**config.mk**
```make
export PLATFORM = sky130hd
export DESIGN_NAME = febs_erase_select
export DESIGN_NICKNAME = d
export VERILOG_FILES = /design/src/design/febs_pkg.sv /design/src/design/febs_erase_select.sv /design/src/design/febs_block_decode.sv
export SDC_FILE = /design/constraint.sdc
export NUM_CORES = 1
export LEC_CHECK = 0
export BUFFER_PORTS_ARGS = -buffer_cell sky130_fd_sc_hd__buf_2
export CORE_MARGIN = 1
export CORE_UTILIZATION = 25
export CTS_CLUSTER_SIZE = 24
export DETAILED_ROUTE_END_ITERATION = 7
export PLACE_DENSITY = 0.46
export SLEW_MARGIN = 20
export SYNTH_ARGS = -nofsm -noshare
export SYNTH_HDL_FRONTEND = slang
export SYNTH_HIERARCHICAL = 1
export SYNTH_SLANG_ARGS = --single-unit
```
**constraint.sdc**
```tcl
create_clock -name core_clk -period 4.5 [get_ports core_clk]
set_input_delay 0.45 -clock core_clk [delete_from_list [all_inputs] [get_ports core_clk]]
set_output_delay 0.45 -clock core_clk [all_outputs]
set_load 0.005 [all_outputs]
```
**src/design/febs_pkg.sv**
```systemverilog
// Package with offsets, fields and reset values for the erase block select
package febs_pkg;
    // ****************************************************
    // Register map
    // ****************************************************
    localparam logic [7:0] FEBS_OFS_UPPER = 8'h00;
    localparam logic [7:0] FEBS_OFS_CTRL = 8'h04;
    localparam logic [7:0] FEBS_OFS_LOWER = 8'h08;
    localparam logic [7:0] FEBS_OFS_STATUS = 8'h0C;
    localparam int FEBS_ADDR_LSB = 2;
    localparam int FEBS_ADDR_MSB = 7;
    // ****************************************************
    // Fields and reset values
    // ****************************************************
    localparam logic [7:0] FEBS_SEL_RESET = 8'h00;
    localparam int FEBS_CTRL_SWE_LOWER = 0;
    localparam int FEBS_CTRL_SWE_UPPER = 1;
    localparam int FEBS_STAT_PIN = 0;
    localparam int FEBS_STAT_DISABLED = 1;
    localparam int FEBS_LOWER_HALF_MSB = 3;
    localparam int FEBS_UPPER_HALF_LSB = 4;
    // ****************************************************
    // Flash block layout
    // ****************************************************
    localparam int FEBS_NUM_BLOCKS = 16;
    localparam logic [23:0] FEBS_SMALL_LIMIT = 24'h008000;
    localparam logic [23:0] FEBS_MID_BASE = 24'h008000;
    localparam logic [23:0] FEBS_BIG_BASE = 24'h010000;
    localparam logic [23:0] FEBS_FLASH_END = 24'h07FFFF;
    localparam int FEBS_SMALL_SHIFT = 12;
    localparam int FEBS_BIG_SHIFT = 16;
    localparam logic [1:0] FEBS_HTRANS_NONSEQ = 2'h2;
    localparam logic FEBS_HRESP_OKAY = 1'b0;
endpackage : febs_pkg

```
**src/design/febs_erase_select.sv**
```systemverilog
// Erase block select registers with AHB-Lite slave and erase gate
// What this block does
// - Power-on reset, both standby modes and a low write pin clear the reg.
// - Bits 3 to 0 stay zero while the lower software write enable is clear.
// - Bits 7 to 4 stay zero while the upper software write enable is clear.
// - Only a block whose select bit is 1 may be erased; others are protected.
// - More than one select bit across both registers clears both registers.
// - With flash disabled the register reads zero and ignores writes.
// - The register is 8-bit read/write, bit 7 block 15 down to bit 0 block 8.
// - Bit 0 selects the 32 kbyte block at 0x008000 to 0x00FFFF.
// - Bits 1 to 7 select 64 kbyte blocks from 0x010000 up to 0x07FFFF.
`timescale 1ns/100ps
module febs_erase_select
    import febs_pkg::*;
(
    input wire logic core_clk,
    input wire logic arst_n,
    input wire logic hsel,
    input wire logic [31:0] haddr,
    input wire logic [1:0] htrans,
    input wire logic hwrite,
    input wire logic [2:0] hsize,
    input wire logic [31:0] hwdata,
    input wire logic hready,
    output logic hreadyout,
    output logic [31:0] hrdata,
    output logic hresp,
    input wire logic flash_write_enable_pin,
    input wire logic hw_standby,
    input wire logic sw_standby,
    input wire logic flash_disabled,
    input wire logic erase_req,
    input wire logic [23:0] erase_addr,
    output logic erase_grant,
    output logic erase_deny,
    output logic [7:0] upper_sel,
    output logic [7:0] lower_sel
);
    // ****************************************************
    // Pin synchronisers
    // ****************************************************
    logic fwe_meta_r;
    logic fwe_r;
    logic hws_meta_r;
    logic hws_r;

    always_ff @(posedge core_clk or negedge arst_n) begin
        if (!arst_n) begin
            fwe_meta_r <= 1'b0;
            fwe_r <= 1'b0;
            hws_meta_r <= 1'b0;
            hws_r <= 1'b0;
        end else begin
            fwe_meta_r <= flash_write_enable_pin;
            fwe_r <= fwe_meta_r;
            hws_meta_r <= hw_standby;
            hws_r <= hws_meta_r;
        end
    end

    // ****************************************************
    // Bus address phase
    // ****************************************************
    logic wr_pend_r;
    logic rd_pend_r;
    logic [5:0] idx_r;
    logic accept;

    assign accept = hsel && hready && (htrans == FEBS_HTRANS_NONSEQ);

    always_ff @(posedge core_clk or negedge arst_n) begin
        if (!arst_n) begin
            wr_pend_r <= 1'b0;
            rd_pend_r <= 1'b0;
            idx_r <= '0;
        end else begin
            wr_pend_r <= accept && hwrite;
            rd_pend_r <= accept && !hwrite;
            if (accept) begin
                idx_r <= haddr[FEBS_ADDR_MSB:FEBS_ADDR_LSB];
            end
        end
    end

    function automatic logic hits(input logic [5:0] idx,
                                  input logic [7:0] ofs);
        return idx == ofs[FEBS_ADDR_MSB:FEBS_ADDR_LSB];
    endfunction : hits

    // ****************************************************
    // Register next values
    // ****************************************************
    logic [7:0] upper_r;
    logic [7:0] lower_r;
    logic swe_lower_r;
    logic swe_upper_r;
    logic [7:0] upper_nxt;
    logic [7:0] lower_nxt;
    logic clear_all;
    logic wr_ok;

    function automatic logic many(input logic [15:0] v);
        return (v & (v - 16'h0001)) != 16'h0000;
    endfunction : many

    assign wr_ok = wr_pend_r && !flash_disabled;
    assign clear_all = hws_r || sw_standby || !fwe_r;

    always_comb begin
        upper_nxt = upper_r;
        lower_nxt = lower_r;
        // write lands at data phase end
        if (wr_ok && hits(idx_r, FEBS_OFS_UPPER)) begin
            upper_nxt = hwdata[7:0];
        end
        if (wr_ok && hits(idx_r, FEBS_OFS_LOWER)) begin
            lower_nxt = hwdata[7:0];
        end
        // lower write enable gates bits 3..0
        if (!swe_lower_r) begin
            upper_nxt[FEBS_LOWER_HALF_MSB:0] = '0;
            lower_nxt = '0;
        end
        // upper write enable gates bits 7..4
        if (!swe_upper_r) begin
            upper_nxt[7:FEBS_UPPER_HALF_LSB] = '0;
        end
        // more than one bit clears both
        if (many({upper_nxt, lower_nxt})) begin
            upper_nxt = '0;
            lower_nxt = '0;
        end
        if (clear_all) begin
            upper_nxt = '0;
            lower_nxt = '0;
        end
    end

    // ****************************************************
    // Registers
    // ****************************************************
    // 8-bit read/write upper and lower select registers
    always_ff @(posedge core_clk or negedge arst_n) begin
        if (!arst_n) begin
            upper_r <= FEBS_SEL_RESET;
            lower_r <= FEBS_SEL_RESET;
        end else begin
            upper_r <= upper_nxt;
            lower_r <= lower_nxt;
        end
    end

    // write enables only set while the pin is high
    always_ff @(posedge core_clk or negedge arst_n) begin
        if (!arst_n) begin
            swe_lower_r <= 1'b0;
            swe_upper_r <= 1'b0;
        end else if (clear_all) begin
            swe_lower_r <= 1'b0;
            swe_upper_r <= 1'b0;
        end else if (wr_ok && hits(idx_r, FEBS_OFS_CTRL)) begin
            swe_lower_r <= hwdata[FEBS_CTRL_SWE_LOWER];
            swe_upper_r <= hwdata[FEBS_CTRL_SWE_UPPER];
        end
    end

    // ****************************************************
    // Read data, one wait state on reads
    // ****************************************************
    logic [31:0] rd_val;

    always_comb begin
        rd_val = '0;
        if (!flash_disabled && hits(idx_r, FEBS_OFS_UPPER)) begin
            rd_val[7:0] = upper_r;
        end
        if (!flash_disabled && hits(idx_r, FEBS_OFS_LOWER)) begin
            rd_val[7:0] = lower_r;
        end
        if (hits(idx_r, FEBS_OFS_CTRL)) begin
            rd_val[FEBS_CTRL_SWE_LOWER] = swe_lower_r;
            rd_val[FEBS_CTRL_SWE_UPPER] = swe_upper_r;
        end
        if (hits(idx_r, FEBS_OFS_STATUS)) begin
            rd_val[FEBS_STAT_PIN] = fwe_r;
            rd_val[FEBS_STAT_DISABLED] = flash_disabled;
        end
    end

    always_ff @(posedge core_clk or negedge arst_n) begin
        if (!arst_n) begin
            hreadyout <= 1'b1;
            hrdata <= '0;
            hresp <= FEBS_HRESP_OKAY;
        end else begin
            hresp <= FEBS_HRESP_OKAY;
            if (accept && !hwrite) begin
                hreadyout <= 1'b0;
            end else if (rd_pend_r) begin
                hreadyout <= 1'b1;
                hrdata <= rd_val;
            end
        end
    end

    // ****************************************************
    // Erase gate
    // ****************************************************
    logic dec_req;
    logic [FEBS_NUM_BLOCKS-1:0] dec_hit;

    febs_block_decode u_decode (
        .core_clk(core_clk),
        .arst_n(arst_n),
        .req(erase_req),
        .addr(erase_addr),
        .req_r(dec_req),
        .hit_r(dec_hit)
    );

    always_ff @(posedge core_clk or negedge arst_n) begin
        if (!arst_n) begin
            erase_grant <= 1'b0;
            erase_deny <= 1'b0;
            upper_sel <= '0;
            lower_sel <= '0;
        end else begin
            // grant only for a selected block
            erase_grant <= dec_req && |(dec_hit & {upper_r, lower_r});
            erase_deny <= dec_req && !(|(dec_hit & {upper_r, lower_r}));
            upper_sel <= upper_r;
            lower_sel <= lower_r;
        end
    end
endmodule : febs_erase_select

```
**src/design/febs_block_decode.sv**
```systemverilog
// Erase address to one-hot flash block decoder
`timescale 1ns/100ps
module febs_block_decode
    import febs_pkg::*;
(
    input wire logic core_clk,
    input wire logic arst_n,
    input wire logic req,
    input wire logic [23:0] addr,
    output logic req_r,
    output logic [FEBS_NUM_BLOCKS-1:0] hit_r
);
    // ****************************************************
    // Address decode
    // ****************************************************
    function automatic logic [FEBS_NUM_BLOCKS-1:0] decode(
        input logic [23:0] a
    );
        logic [FEBS_NUM_BLOCKS-1:0] h;
        h = '0;
        if (a < FEBS_SMALL_LIMIT) begin
            h[a[14:FEBS_SMALL_SHIFT]] = 1'b1;
        end else if (a < FEBS_BIG_BASE) begin
            h[8] = 1'b1;
        end else if (a <= FEBS_FLASH_END) begin
            h[{1'b1, a[18:FEBS_BIG_SHIFT]}] = 1'b1;
        end
        return h;
    endfunction : decode

    always_ff @(posedge core_clk or negedge arst_n) begin
        if (!arst_n) begin
            req_r <= 1'b0;
            hit_r <= '0;
        end else begin
            req_r <= req;
            hit_r <= decode(addr);
        end
    end
endmodule : febs_block_decode

```
==> key figures <==
Place
  – GPL Wtd Cong: 0.828
  – PortBufs: 64
  – Inst Count DP: approximately 560
  – Hpwl dp: roughly 6.5 mm

Global route
  – Pin count of the biggest net entering global routing: 41
  – Global-route usage over all layers: 12.4%
  – Overflow left after global routing: 0
  – Global-route wire length before repair: 13.9 mm
  – Initial antenna violation count: 1
  – Vias in the first global route: 2626

Floorplanning
  – Die area: roughly 15000 µm²
  – Die X: 122 µm
  – Die H: 122 µm
  – I/O pin total: 155
  – Row count: between 40 and 50
  – Initial Util: 25.8%
  – CORE AREA: between 10000 and 15000 µm²

Synthesis
  – Mapped Cells: 332
  – Synth Flop Type: dfrtp_1
  – Mapped Area: approximately 3600 µm²
  – Syn_area_per_cell: between 10 and 15 µm²
  – Synthesized flop and latch total: 74
  – Ys Warns: 6
  – FFs w/ async S/R, synth: 100%
  – Share of the yosys chip area belonging to registers: approximately 51%
  – Post-synth EDFFs: 0
  – Synth unique cells: 60

STA
  – Fin crit share: between 70 and 80%
  – Final min period: 3500 ps
  – Actual slew at the worst max-slew pin: approximately 930 ps
  – Final Skew: 4.46 ps
  – Count of final hold-check violations: 0
  – TNS Setup: 0 ps
  – RSZ-0062 raised after global routing: false
  – Max Clk Rate: between 0.2 and 0.3 GHz
  – Setup violators final: 0
  – Worst rel slew slack: between 30% and 40%
  – Pins Over Slew Limit: 0

Clocking
  – Post-CTS setup buffers: 0
  – Cts hold-fix bufs: 0
  – Post-cts sizing count: 0
  – Clk_lat worst skew: 330 ps
  – Clk slew on worst S/H paths: around 60 ps
  – Root buffer cell: clkbuf_16
  – CTS buffer count: 9
  – Max Buffers Root-to-Sink: 2
  – CTS tree: yes
  – CTS HTree Levels: 3
  – Clock sink count: 74

Power
  – VDD IR max: around 160 µV
  – PwrDens: 336 nW/µm²
  – Lkg Pwr: 1.95 nW

Worst setup path
  – Reg2Reg Launch Point: idx_r[1]
  – Delay of the slowest critical-path stage: 750 ps
  – R2r endpoint: upper_r[5]
  – CP endpoint kind: flop
  – Crit-path cells: nor4bb_1 -> buf_4 -> nand2_1 -> and3_1 -> o41a_1 -> a2111oi_4 -> and4_2
  – Critical path type: reg2reg
  – Critical-path top delay cell: a2111oi_4
  – Worst Setup Start Kind: flop
  – CP Max Fanout: 16
  – CP Buf/Inv Count: 1
  – R2R depth: 7
  – CP top delay family: simple AND/OR/NAND/NOR gates
  – Worst EP required: around 4800 ps
  – Reg2Reg Setup Slack: 1000 ps
  – Worst Path Arrival: 3770 ps

Job
  – Max Cap Viol: 0

Layout
  – Fill count: 1457
  – Most common cell after layout, fill and taps aside: dfrtp_1
  – Most frequent cells in the layout: dfrtp_1 (73), buf_2 (64), nand2_1 (29)
  – Layout Cells excl Fill: 578
  – Fin nets: 497
  – Ant diodes: 0
  – Area growth syn-to-layout: 17.8%
  – Share of layout cells above drive strength 1: 27.6%

Drt
  – Vias after detailed routing: 2714
  – Antenna Nets Post-Route: 0
  – Drt initial violations: 100
  – Vias per cell: 4.70
  – DR WL/cell: 15.3 µm
  – Drt drc: 0
  – First-pass iteration count of the detailed router: 5
  – Final wirelength: around 8.8 mm

Outcome
  – Status: finished, final reports clean

Hold path
  – HP Class: in2async
## kinds of logic (layout without fill, tap and decap cells)
| group | count (synthesis) | after routing | share of synthesized area (%) |
|---|---|---|---|
| flip-flops | 74 | 74 | 51.1 |
| adder cells (fa/ha/maj) | 1 | 1 | 0.276 |
| AND/OR/NAND/NOR | 126 | 126 | 20.5 |
| multiplexers | 30 | 30 | 8.59 |
| buffers and inverters | 47 | 89 | 8.45 |
| AO/OA/AOI/OAI | 53 | 53 | 11.0 |
| other | 1 | 25 | 0.103 |
## cells in the mapped netlist (2+ instances only)
| master | count | area share, % |
|---|---|---|
| buf_2 | 2 | 0.28 |
| inv_1 | 5 | 0.52 |
| buf_4 | 28 | 5.8 |
| and3_1 | 4 | 0.69 |
| and4_1 | 7 | 1.7 |
| buf_6 | 3 | 0.93 |
| nor4_1 | 13 | 2.2 |
| nor3b_1 | 2 | 0.41 |
| nand2_1 | 29 | 3.0 |
| o31ai_1 | 8 | 1.7 |
| a21boi_0 | 9 | 1.9 |
| or4_4 | 2 | 0.62 |
| and4_2 | 5 | 1.4 |
| mux2_2 | 9 | 2.8 |
| nor2_1 | 19 | 2.0 |
| o21ai_0 | 11 | 1.5 |
| mux2i_1 | 21 | 5.8 |
| o22a_1 | 2 | 0.48 |
| nor3_1 | 6 | 0.83 |
| or3b_2 | 2 | 0.48 |
| nor2b_1 | 5 | 0.86 |
| nand4b_1 | 2 | 0.48 |
| nand4_1 | 4 | 0.69 |
| dfrtp_1 | 73 | 50 |
| o41ai_1 | 2 | 0.48 |
| a22oi_1 | 7 | 1.4 |
| nand3_1 | 12 | 1.7 |
| clkbuf_1 | 8 | 0.83 |
## metrics by stage
step | setup slack, ps | hold WS (ps) | power [mW] | area, µm² | utilization [%]
floorplan | 1970 | 154 | 0.787 | 3720 | -
global route | 764 | 214 | 1.50 | 4270 | 30.4
CTS | 971 | 212 | 1.46 | 4270 | 30.4
finish | 996 | 196 | 1.43 | 4270 | 30.4
detailed placement | 984 | 335 | 0.824 | 4010 | 28.6
global placement | 1020 | 337 | 0.821 | 4010 | 28.6
## flip-flops by register name, indices dropped and copies added, names as in the netlist
signal / flops
fwe_r: 1
lower_sel: 8
u_decode/req_r: 1
swe_upper_r: 1
hreadyout: 1
wr_pend_r: 1
upper_r: 8
upper_sel: 8
erase_grant: 1
hws_r: 1
rd_pend_r: 1
hws_meta_r: 1
idx_r: 6
erase_deny: 1
hrdata: 8
u_decode/hit_r: 16
swe_lower_r: 1
fwe_meta_r: 1
lower_r: 8
## area by class of cell
class,instances,area (µm²),area share [%]
clock buffers,10,229,5.36
clock inverters,5,32.5,0.761
inverters,5,18.8,0.439
multi-input cells,235,1560,36.4
flip-flops and latches,74,1850,43.4
well taps,180,225,5.27
repair buffers,69,358,8.37
## worst register-to-register path, delay by kind of cell, from the launching register on
kind / cells / cell delay [ps]
buffers and inverters: 1 / 200
flip-flops: 1 / 730
AND/OR/NAND/NOR: 4 / 1320
AO/OA/AOI/OAI: 2 / 1190
## layer usage
metal / vias to the layer above / part of all wire [%] / GRT usage, %
met5: - / 0 / 0
met1: 1315 / 45 / 15.4
li1: 1302 / - / -
met3: 16 / 5.4 / 2.70
met4: 0 / 2.4 / 5.64
met2: 81 / 47 / 20.5
## power by group
group	internal, mW	switching (mW)	total (mW)
combinational	0.0457	0.0559	0.102
sequential	0.685	0.0241	0.709
clock	0.368	0.256	0.624
total	1.10	0.336	1.43
## how the worst max path moves through the flow
| stage | start | end | slack, ps | cells past startpoint |
|---|---|---|---|---|
| after CTS | idx_r[1] | upper_r[5] | 970 | 6 |
| final | idx_r[1] | upper_r[5] | 1000 | 7 |
| after floorplan | idx_r[3] | lower_r[0] | 1970 | 8 |
| after global placement | idx_r[1] | lower_r[7] | 1020 | 7 |
| after detailed placement | idx_r[1] | lower_r[7] | 980 | 6 |
| after global routing | idx_r[1] | upper_r[0] | 760 | 6 |
(Power assumes the default switching activity.)
